## config.mk

```make
export PLATFORM = sky130hd
export DESIGN_NAME = receive_configuration_top
export DESIGN_NICKNAME = d
export VERILOG_FILES = /design/src/rtl/receive_configuration_pkg.sv /design/src/rtl/receive_configuration_regs.sv /design/src/rtl/receive_configuration_top.sv
export SDC_FILE = /design/constraint.sdc
export NUM_CORES = 1
export LEC_CHECK = 0
export BUFFER_PORTS_ARGS = -buffer_cell sky130_fd_sc_hd__buf_2
export CAP_MARGIN = 10
export CORE_ASPECT_RATIO = 1.4
export CORE_MARGIN = 1.5
export CORE_UTILIZATION = 47
export CTS_BUF_LIST = sky130_fd_sc_hd__clkbuf_8
export DETAILED_ROUTE_END_ITERATION = 10
export HOLD_SLACK_MARGIN = 0.05
export PLACE_DENSITY = 0.76
export SYNTH_ARGS = -nofsm -noshare
export SYNTH_HDL_FRONTEND = slang
export SYNTH_SLANG_ARGS = --single-unit
```

## constraint.sdc

```tcl
create_clock -name pclk -period 3.7 [get_ports pclk]
set_clock_uncertainty 0.05 [all_clocks]
set_input_delay 0.555 -clock pclk [delete_from_list [all_inputs] [get_ports pclk]]
set_output_delay 0.555 -clock pclk [all_outputs]
set_load 0.05 [all_outputs]
```

## src/rtl/receive_configuration_pkg.sv

```systemverilog
// Package: register map, field layout and carrier types of the receive acceptance block
package receive_configuration_pkg;
    localparam logic [11:0] RECEIVE_CONFIGURATION_ADDR_CONFIG = 12'h034; // Receive configuration register byte address
    localparam logic [31:0] RECEIVE_CONFIGURATION_RESET_VALUE = 32'h00000002; // Value after hard or soft reset
    localparam logic [31:0] RECEIVE_CONFIGURATION_WRITE_MASK = 32'hD870003E; // Bits that software can change
    localparam int RECEIVE_CONFIGURATION_ACC_ERR_POS = 31; // Accept errored frames
    localparam int RECEIVE_CONFIGURATION_ACC_RUNT_POS = 30; // Accept runt frames
    localparam int RECEIVE_CONFIGURATION_ACC_OWN_TX_POS = 28; // Accept own transmit
    localparam int RECEIVE_CONFIGURATION_ACC_LONG_POS = 27; // Accept long frames
    localparam int RECEIVE_CONFIGURATION_BURST_LSB = 20; // Burst size field low bit
    localparam int RECEIVE_CONFIGURATION_DRAIN_LSB = 1; // Drain threshold field low bit
    localparam logic [11:0] RECEIVE_CONFIGURATION_RUNT_LEN = 12'h040; // 64 bytes, shortest normal frame
    localparam logic [11:0] RECEIVE_CONFIGURATION_STD_MAX_LEN = 12'h5EE; // 1518 bytes incl. CRC
    localparam logic [11:0] RECEIVE_CONFIGURATION_STD_CUT_LEN = 12'h5EA; // 1514 bytes, cut for standard frames
    localparam logic [11:0] RECEIVE_CONFIGURATION_LONG_MAX_LEN = 12'h7FE; // 2046 bytes, cut for long frames
    localparam logic [7:0] RECEIVE_CONFIGURATION_BURST_MAX_WORDS = 8'h80; // Encoding 000 means 128 words
    localparam logic [2:0] RECEIVE_CONFIGURATION_DRAIN_UNIT_SHIFT = 3'h3; // Threshold counts 8-byte units

    // Byte from the receive path
    typedef struct packed {
        logic valid; // Byte present this cycle
        logic [7:0] data; // Byte value
        logic last; // Final byte of the frame
        logic err; // CRC, alignment or collision error at end
        logic coll; // Collision seen on the medium
    } receive_configuration_byte_t;

    // Byte toward the receive FIFO
    typedef struct packed {
        logic valid; // Byte written this cycle
        logic [7:0] data; // Byte value
        logic last; // Frame end marker
    } receive_configuration_fifo_t;

    // Per-frame verdict, one-cycle pulse
    typedef struct packed {
        logic valid; // Verdict present
        logic accept; // Keep frame
        logic reject; // Remove frame from FIFO
        logic err; // Error status for final descriptor
        logic runt; // Runt status
        logic long_f; // Long status
        logic [11:0] len; // Stored length in bytes
    } receive_configuration_verdict_t;
endpackage : receive_configuration_pkg

```

## src/rtl/receive_configuration_regs.sv

```systemverilog
// Receive configuration register behind an APB slave
module receive_configuration_regs (
    input wire logic pclk, // Bus clock, 100 MHz
    input wire logic presetn, // Asynchronous reset, active low
    input wire logic soft_reset, // One-cycle soft reset request
    input wire logic psel, // APB select
    input wire logic penable, // APB access phase
    input wire logic pwrite, // APB direction
    input wire logic [11:0] paddr, // APB byte address
    input wire logic [31:0] pwdata, // APB write data
    output logic pready, // APB ready, always high
    output logic [31:0] prdata, // APB read data
    output logic pslverr, // APB error on unmapped address
    output logic [31:0] cfg // Current configuration word
);
    typedef struct packed {
        logic [31:0] cfg; // Register contents
    } receive_configuration_regs_state_t;
    receive_configuration_regs_state_t st_q, st_d;
    logic hit; // Address decode
    logic wr; // Write takes effect

    assign hit = (paddr == receive_configuration_pkg::RECEIVE_CONFIGURATION_ADDR_CONFIG);
    assign wr = psel && penable && pwrite && hit;
    // Zero-wait slave: answer combinational in the access phase
    assign pready = 1'b1;
    assign pslverr = psel && penable && !hit;
    assign prdata = (psel && !pwrite && hit) ? st_q.cfg : 32'h00000000;
    assign cfg = st_q.cfg;

    // Masked write; reserved bits stay zero
    always_comb begin
        st_d = st_q;
        if (soft_reset) begin
            st_d.cfg = receive_configuration_pkg::RECEIVE_CONFIGURATION_RESET_VALUE;
        end else if (wr) begin
            st_d.cfg = pwdata & receive_configuration_pkg::RECEIVE_CONFIGURATION_WRITE_MASK;
        end
    end

    // State register
    always_ff @(posedge pclk or negedge presetn) begin
        if (!presetn) begin
            st_q <= '{cfg: receive_configuration_pkg::RECEIVE_CONFIGURATION_RESET_VALUE};
        end else begin
            st_q <= st_d;
        end
    end
endmodule : receive_configuration_regs

```

## src/rtl/receive_configuration_top.sv

```systemverilog
// Receive frame acceptance: filtering, truncation and DMA burst limit
////////////////////////////////////////////////////////////////////////////////
// Summary of operation
// errored frames kept when accept-errored set
// errored frames dropped when accept-errored clear
// late errors reported in final verdict
// error-free runts kept when accept-runt set
// runts dropped when accept-runt clear
// own-transmit data accepted when bit set
// collisions ignored when own-transmit set
// data during transmit rejected when clear
// software sets own-transmit for loopback
// long frames to 2046 normal when allowed
// beyond 2046 cut and marked long
// over 1518 cut at 1514, dropped
// bits 25..23 write-ignored, read zero
// burst size field limits DMA bursts
// encoding 000 is 128, else powers
// drain threshold in 8-byte units
// bits 29 and 26 read zero
//
// Design decision made here: the APB slave port.
module receive_configuration_top (
    input wire logic pclk, // 100 MHz clock
    input wire logic presetn, // Asynchronous reset, active low
    input wire logic soft_reset, // Soft reset, one-cycle pulse
    input wire logic psel, // APB select
    input wire logic penable, // APB enable
    input wire logic pwrite, // APB direction
    input wire logic [11:0] paddr, // APB address
    input wire logic [31:0] pwdata, // APB write data
    output logic pready, // APB ready
    output logic [31:0] prdata, // APB read data
    output logic pslverr, // APB error
    input wire receive_configuration_pkg::receive_configuration_byte_t rx_in, // Received byte stream
    input wire logic tx_active, // Local transmission in progress
    input wire logic [11:0] fifo_level, // Bytes held in receive FIFO
    input wire logic fifo_has_frame, // FIFO holds a complete frame
    output receive_configuration_pkg::receive_configuration_fifo_t fifo_out, // Bytes toward the FIFO
    output receive_configuration_pkg::receive_configuration_verdict_t verdict, // Frame verdict pulse
    output logic [7:0] burst_words, // DMA burst limit in words
    output logic drain_start // FIFO ready to drain
);
    logic [31:0] cfg; // Configuration word
    logic accept_errored_frames; // Control bit
    logic accept_runt_frames; // Control bit
    logic accept_own_transmit; // Control bit
    logic accept_long_frames; // Control bit
    logic [2:0] rx_burst_size_limit; // Burst encoding
    logic [4:0] rx_drain_threshold; // Threshold in 8-byte units
    logic [11:0] drain_bytes; // Threshold in bytes

    typedef struct packed {
        logic [11:0] len; // Bytes seen in frame
        logic in_frame; // Frame in progress
        logic tx_seen; // Own transmit overlapped frame
        logic coll_seen; // Collision during frame
        receive_configuration_pkg::receive_configuration_fifo_t fifo; // Registered FIFO write
        receive_configuration_pkg::receive_configuration_verdict_t verdict; // Registered verdict
        logic [7:0] burst; // Registered burst limit
        logic drain; // Registered drain request
    } receive_configuration_top_state_t;
    receive_configuration_top_state_t st_q, st_d;

    ////////////////////////////////////////////////////////////////////////////
    // Register file
    receive_configuration_regs u_regs (
        .pclk(pclk),
        .presetn(presetn),
        .soft_reset(soft_reset),
        .psel(psel),
        .penable(penable),
        .pwrite(pwrite),
        .paddr(paddr),
        .pwdata(pwdata),
        .pready(pready),
        .prdata(prdata),
        .pslverr(pslverr),
        .cfg(cfg)
    );

    assign accept_errored_frames = cfg[receive_configuration_pkg::RECEIVE_CONFIGURATION_ACC_ERR_POS];
    assign accept_runt_frames = cfg[receive_configuration_pkg::RECEIVE_CONFIGURATION_ACC_RUNT_POS];
    assign accept_own_transmit = cfg[receive_configuration_pkg::RECEIVE_CONFIGURATION_ACC_OWN_TX_POS];
    assign accept_long_frames = cfg[receive_configuration_pkg::RECEIVE_CONFIGURATION_ACC_LONG_POS];
    assign rx_burst_size_limit = cfg[receive_configuration_pkg::RECEIVE_CONFIGURATION_BURST_LSB +: 3];
    assign rx_drain_threshold = cfg[receive_configuration_pkg::RECEIVE_CONFIGURATION_DRAIN_LSB +: 5];
    assign drain_bytes = {4'h0, rx_drain_threshold, 3'h0};

    assign fifo_out = st_q.fifo;
    assign verdict = st_q.verdict;
    assign burst_words = st_q.burst;
    assign drain_start = st_q.drain;

    ////////////////////////////////////////////////////////////////////////////
    // Frame filter: count, cut, and judge at frame end
    always_comb begin
        logic [11:0] cut_len; // Truncation point for this mode
        logic [11:0] len_n; // Length after this byte
        logic over_std; // Frame exceeded 1518 bytes
        logic over_long; // Frame exceeded 2046 bytes
        logic is_runt; // Shorter than 64 bytes
        logic is_err; // Any error counted for this frame
        logic tx_clash; // Overlap with own transmit
        logic keep; // Final decision
        cut_len = 12'h000;
        len_n = 12'h000;
        over_std = 1'b0;
        over_long = 1'b0;
        is_runt = 1'b0;
        is_err = 1'b0;
        tx_clash = 1'b0;
        keep = 1'b0;
        st_d = st_q;
        st_d.fifo = '0;
        st_d.verdict = '0;
        // Mode picks the truncation length
        cut_len = accept_long_frames ? receive_configuration_pkg::RECEIVE_CONFIGURATION_LONG_MAX_LEN
                                     : receive_configuration_pkg::RECEIVE_CONFIGURATION_STD_CUT_LEN;
        if (rx_in.valid) begin
            len_n = st_q.in_frame ? st_q.len + 12'h001 : 12'h001;
            st_d.in_frame = !rx_in.last;
            st_d.len = len_n;
            // Own transmit and collisions are latched for the whole frame
            st_d.tx_seen = (st_q.in_frame && st_q.tx_seen) || tx_active;
            st_d.coll_seen = (st_q.in_frame && st_q.coll_seen) || rx_in.coll;
            // Bytes past the cut are not written; the end marker still is
            if (len_n <= cut_len || rx_in.last) begin
                st_d.fifo.valid = 1'b1;
                st_d.fifo.data = rx_in.data;
                st_d.fifo.last = rx_in.last;
            end
            if (rx_in.last) begin
                over_std = len_n > receive_configuration_pkg::RECEIVE_CONFIGURATION_STD_MAX_LEN;
                over_long = len_n > receive_configuration_pkg::RECEIVE_CONFIGURATION_LONG_MAX_LEN;
                is_runt = len_n < receive_configuration_pkg::RECEIVE_CONFIGURATION_RUNT_LEN;
                tx_clash = st_d.tx_seen && !accept_own_transmit;
                // Collisions count as errors only without own-transmit acceptance
                is_err = rx_in.err || (st_d.coll_seen && !accept_own_transmit);
                keep = 1'b1;
                if (is_err && !accept_errored_frames) begin
                    keep = 1'b0;
                end
                if (is_runt && !accept_runt_frames) begin
                    keep = 1'b0;
                end
                if (is_runt && accept_runt_frames && is_err && !accept_errored_frames) begin
                    keep = 1'b0;
                end
                if (tx_clash) begin
                    keep = 1'b0;
                end
                if (!accept_long_frames && over_std) begin
                    keep = 1'b0;
                end
                st_d.verdict.valid = 1'b1;
                st_d.verdict.accept = keep;
                st_d.verdict.reject = !keep;
                st_d.verdict.err = is_err;
                st_d.verdict.runt = is_runt;
                // Long status: standard mode over 1518, long mode over 2046
                st_d.verdict.long_f = accept_long_frames ? over_long : over_std;
                st_d.verdict.len = (len_n > cut_len) ? cut_len : len_n;
            end
        end
        // Burst limit decode
        st_d.burst = (rx_burst_size_limit == 3'h0) ? receive_configuration_pkg::RECEIVE_CONFIGURATION_BURST_MAX_WORDS
                     : 8'(8'h01 << (rx_burst_size_limit - 3'h1));
        // Drain when threshold reached or whole frame held; zero threshold is illegal
        st_d.drain = fifo_has_frame
                     || (rx_drain_threshold != 5'h00 && fifo_level >= drain_bytes);
    end

    // State register
    always_ff @(posedge pclk or negedge presetn) begin
        if (!presetn) begin
            st_q <= '0;
        end else if (soft_reset) begin
            st_q <= '0;
        end else begin
            st_q <= st_d;
        end
    end
endmodule : receive_configuration_top

```

After elaboration in Yosys (flattened, before gate mapping)
Index checks and enable logic that the tools add are counted.
Storage, ports and cells
  bits in registers: 84
  input port bits: 76
  output and inout bits: 71
  word-level logic and storage cells: 80
Operators by class
  add/subtract/negate cells: 2
  order comparisons: 6
  equal/unequal tests: 1
  shift operators: 1
  mux-type cells: 19
  reduce and logical (&&, ||, !) cells: 34
Operators by type and width (number)
  $mux 32: 3
  $mux 52: 1
  $mux 43: 1
  $gt 12x11->1 const B: 2
  $mux 12: 2
  $mux 10: 2
  $mux 18: 1
  $logic_and 1x1->1: 17
  $add 12x1->12 const B: 1
  $eq 12x6->1 const B: 1
  $ge 12x8->1: 1
  $gt 12x11->1: 1
  $le 12x11->1: 1
  $lt 12x7->1 const B: 1
  $logic_not 1->1: 8
  $mux 1: 8
  $mux 8: 1
  $shl 1x3->8 const A: 1
  $logic_or 1x1->1: 5
  $reduce_bool 5->1: 1
  $reduce_bool 2->1: 2
  $logic_not 3->1: 1
  $sub 3x1->3 const B: 1

Logic depth before layout (Yosys ltp)
  word-level depth: 16
  gate-level depth with buffers: 11
  depth with buffers taken out: 10

Modules after synthesis
From an unflattened synthesis, not the netlist that was laid out.
Second synthesis, totals
  cells, all modules: 428
  area total of the unflattened synthesis: 4040.1 µm²
By module, submodules not included
  receive_configuration_top: times used 1, cells each 313, area each 3002.9 µm², seq. area each 1276.2 µm²
  receive_configuration_regs: times used 1, cells each 115, area each 1037.2 µm², seq. area each 301.5 µm²

Worst setup path before layout
OpenSTA, ideal clock, no wires.
  kind: reg2reg
  start: reg st_q[43] (netlist name)
  end: reg st_q (netlist bit verdict[2])
  library setup time: 95 ps
  data arrival time: 2921 ps
  data required time: 3555 ps
  path slack: 634 ps
  stages on the path, launching flop included: 11
  buffers on the path: 1
  period minus slack after synthesis: 3066 ps
  cell sequence: dfrtp_1 nand3_2 clkbuf_1 or4_1 a21oi_1 ha_1 nand3_1 a2111oi_4 a311oi_1 or4_4 o31ai_1
Between the ends
  cells in the longest elaborated chain, start to end: 7
Ends and longest elaborated chain
  start: declaration: RTL line receive_configuration_top.sv:63  | receive_configuration_top_state_t st_q, st_d;
  start signal: assignment: RTL line receive_configuration_top.sv:181  | st_q <= st_d;
  $add 12x1->12: RTL line receive_configuration_top.sv:121  | len_n = st_q.in_frame ? st_q.len + 12'h001 : 12'h001;
  $mux 12: RTL line receive_configuration_top.sv:121
  $gt 12x11->1: RTL line receive_configuration_top.sv:163  | st_d.verdict.len = (len_n > cut_len) ? cut_len : len_n;
  $mux 12: RTL line receive_configuration_top.sv:163
  $mux 18: RTL line receive_configuration_top.sv:133  | if (rx_in.last) begin
  $mux 43: RTL line receive_configuration_top.sv:120  | if (rx_in.valid) begin
  $mux 52: RTL line receive_configuration_top.sv:178  | end else if (soft_reset) begin
No other way between the ends. The select of a mux whose other input is x is not followed.
A chain may end at the register's enable or synchronous reset.

Worst setup path in the final report
  start: reg st_q[40] (netlist name)
  end: reg st_q (netlist bit fifo_out[3])
Between the ends
  cells in the longest elaborated chain, start to end: 7
Ends and longest elaborated chain
  $add 12x1->12: RTL line receive_configuration_top.sv:121
  $mux 12: RTL line receive_configuration_top.sv:121
  $le 12x11->1: RTL line receive_configuration_top.sv:128  | if (len_n <= cut_len || rx_in.last) begin
  $logic_or 1x1->1: RTL line receive_configuration_top.sv:128
  $mux 10: RTL line receive_configuration_top.sv:128
  $mux 43: RTL line receive_configuration_top.sv:120
  $mux 52: RTL line receive_configuration_top.sv:178
No other way between the ends. The select of a mux whose other input is x is not followed.

==> impl_metrics.ini <==
[detailed_routing]
num_vias = 2973
drc = 0
dr.pass1.iters = 4
antenna_left = 0
wl_per_cell_um = 13.8
drt-initial-drc-count = 170
via_per_inst = 5.18
routed_wl_um = 7910

[power]
p_sw_uw = 409
p_sw_share_pct = 27.6
powerDensity_nw_per_um2 = 349
p_leak_uw = 0.00218
combPwrFrac_pct = 12.3
pwr-share-clk_pct = 40.1
max-vdd-ir-drop_v = 0.000208
pwr-share-seq_pct = 47.7
finalPower_uw = 1480
p_int_uw = 1070

[yosys]
ys_seq_area_share_pct = 42.1
synth_top_area_cell = dfrtp_1
syn_area_um2 = 3740
synth_cell_type_count = 53
synth-async-reset-ratio_pct = 100
yosysTopAreaCellShare_pct = 41.4
synth_area_per_cell_um2 = 9.34
post_synth_main_area_contributors = dfrtp_1, buf_4, nor2_1
ys_ff_latch = 63
synth_flop_cell = dfrtp_1
synth_edf_count = 0
synth_cells = 401
yosys_warnings = 0

[floorplanning]
ios = 147
dieArea_um2 = 8520
die_w_um = 78.4
core_um2 = 7750
die_h_um = 109
num_rows = 38
start_util_pct = 48.3

[worst_setup_path]
cp_cell_sequence = ha_1 -> nand3_1 -> xor2_1 -> nand2b_1 -> inv_1 -> ha_1 -> a41o_1 -> a311oi_1 -> o31a_1 -> and2_1
cp-start-kind = register
crit_type = register to register
arrival_ns = 3.52
crit_top_cell = ha_1
slowest_delay_ns = 0.57
path_max_fanout = 11
end_kind = register
crit_slowest_cell = dfrtp_1
ff2ff_path_depth = 10
worstPathRequired_ns = 3.93

[final_layout]
final_layout_size_suffix_gt1_share_pct = 28.7
final_common_cell = buf_2
fin_nets = 556
fill_cells = 723
register_area_um2 = 1580
multi_input_area_um2 = 1680
synthToLayoutAreaGrowth_pct = 13.3
design_area_um2 = 4240
most-common-layout-cells = buf_2, dfrtp_1, nor2_1, and2_1, conb_1
diodes = 0

[sta]
period_share_pct = 89.0
rsz0062_at_grt = false
slew_headroom_pct = 44.7
tightest_slew_ns = 0.827
slew_violations = 0
period_needed_ns = 3.29
setup_violations = 0
setup_tns_ns = 0
finalHoldViolations = 0
fmax_mhz = 304

[clock_network]
cts_max_path_buffers = 2
insertion_delay_ns = 0.35
cts_tree = built
clk_pin_slew_ns = 0.07
cts_setup_buffers = 0
post_cts_resized = 0
cts_max_level = 3
cts_sinks = 63
clock-root-buffer = clkbuf_8
cts_buffers = 9

[global_routing]
grt_max_degree = 51
gr-total-overflow = 0
grt_pass1_vias = 2746
antenna_found_initial = 0
track_usage_pct = 19.8
grt_pass1_wl_um = 13000

[run_status]
status = complete, no violations

[worst_hold_path]
hold-path-cell-count = 2
hold_path.class = input port to register

[place]
place.gp.congestion = 0.807
postPlaceCellArea_um2 = 4020
dpl.hpwl_um = 5820
io_buffers = 105

[job]
cap_violations = 0
==> logic make-up (layout without fill, tap and decap cells) <==
logic type / after synthesis / after routing / synth area share (%)
other: 2 / 22 / 0.201
xor gates and xnor gates: 7 / 7 / 1.64
adders and majority gates: 11 / 11 / 3.68
DFF: 63 / 63 / 42.1
and+or+nand+nor: 139 / 139 / 20.1
muxes: 16 / 16 / 4.28
buffers and inverters: 93 / 146 / 15.1
AOI/OAI and AO/OA: 70 / 70 / 12.8
==> critical path: cells and delay by family (launching register included) <==
| kind | cells | cell delay, ns |
|---|---|---|
| compound gates | 3 | 1.02 |
| simple gates | 3 | 0.52 |
| flops | 1 | 0.57 |
| xor+xnor | 1 | 0.26 |
| fa+ha+maj | 2 | 0.71 |
| buf+inv | 1 | 0.09 |
==> per-stage QoR <==
| step | utilization, % | worst slack [ns] | std cells | hold WS, ns |
|---|---|---|---|---|
| 4_1_cts | 54.4 | 0.421 | 572 | 0.353 |
| 6_report | 54.8 | 0.409 | 574 | 0.361 |
| 3_5_place_dp | 51.8 | 0.457 | 556 | 0.475 |
| 2_1_floorplan | - | 0.634 | 421 | 0.209 |
| 3_3_place_gp | 51.8 | 0.451 | 556 | 0.459 |
| 5_1_grt | 54.8 | 0.101 | 574 | 0.356 |
==> registers in the layout, indices dropped and copies added, names as in the netlist <==
signal and count:
verdict 17, st_q 15, u_regs.cfg 12, fifo_out 10, burst_words 8, drain_start 1
==> power by group through the flow <==
stage               sequential [uW]  combinational [uW]  clock (uW)
floorplan                       718                 146           0
global placement                719                 176           0
detailed placement              719                 179           0
CTS                             706                 180         607
global route                    707                 196         644
finish                          707                 182         594
==> final timing paths <==
path / slack (ns) / start / end
min in group asynchronous: 0.65 / presetn / fifo_out[6]
max in group asynchronous: 2.18 / presetn / verdict[0]
worst min-delay path: 0.36 / rx_in[8] / fifo_out[6]
worst max register to register: 0.41 / st_q[40] / fifo_out[3]
worst min register to register: 0.49 / st_q[37] / st_q[37]
worst max-delay path: 0.41 / st_q[40] / fifo_out[3]
==> cell usage after synthesis (2+ instances only) <==
master and count:
nor2_1 44, nor4b_1 4, nand4_1 5, nand2_1 12, a211oi_1 3, o31a_1 3
nor3b_1 3, o31ai_1 5, nor3_1 9, o21ai_0 10, o21a_1 5, a21oi_1 21
buf_2 3, mux2i_1 16, xor2_1 4, or4_4 2, clkbuf_1 15, and2_1 23
and3_1 5, buf_4 57, buf_1 2, a22oi_1 2, conb_1 2, inv_1 16
ha_1 11, or4_1 4, o22ai_1 2, nand2b_1 9, nand3_1 10, dfrtp_1 62
a311oi_1 2, and4_1 2, o32ai_1 3, a31oi_1 3, xnor2_1 3, a21o_1 2
==> per-layer routing <==
layer / up-vias / global-route usage (%) / wire length, um
li1: 1434 / - / -
met1: 1411 / 23.5 / 3120
met2: 109 / 34.3 / 4120
met3: 19 / 2.34 / 426
met4: 0 / 11.6 / 242
met5: - / 0 / 0
==> what timing repair did <==
action	in CTS	in global routing
hold endpoints to repair	0	1
setup endpoints to repair	0	0
hold buffers	0	1
==> final cells by class <==
class	instances	area share, %
Timing Repair Buffer	114	14.3
Sequential cell	63	37.2
Multi-Input combinational cell	265	39.5
Tap cell	100	2.95
Clock inverter	6	1.42
Clock buffer	10	3.24
Inverter	16	1.42
Power figures use the tool's default switching activity.
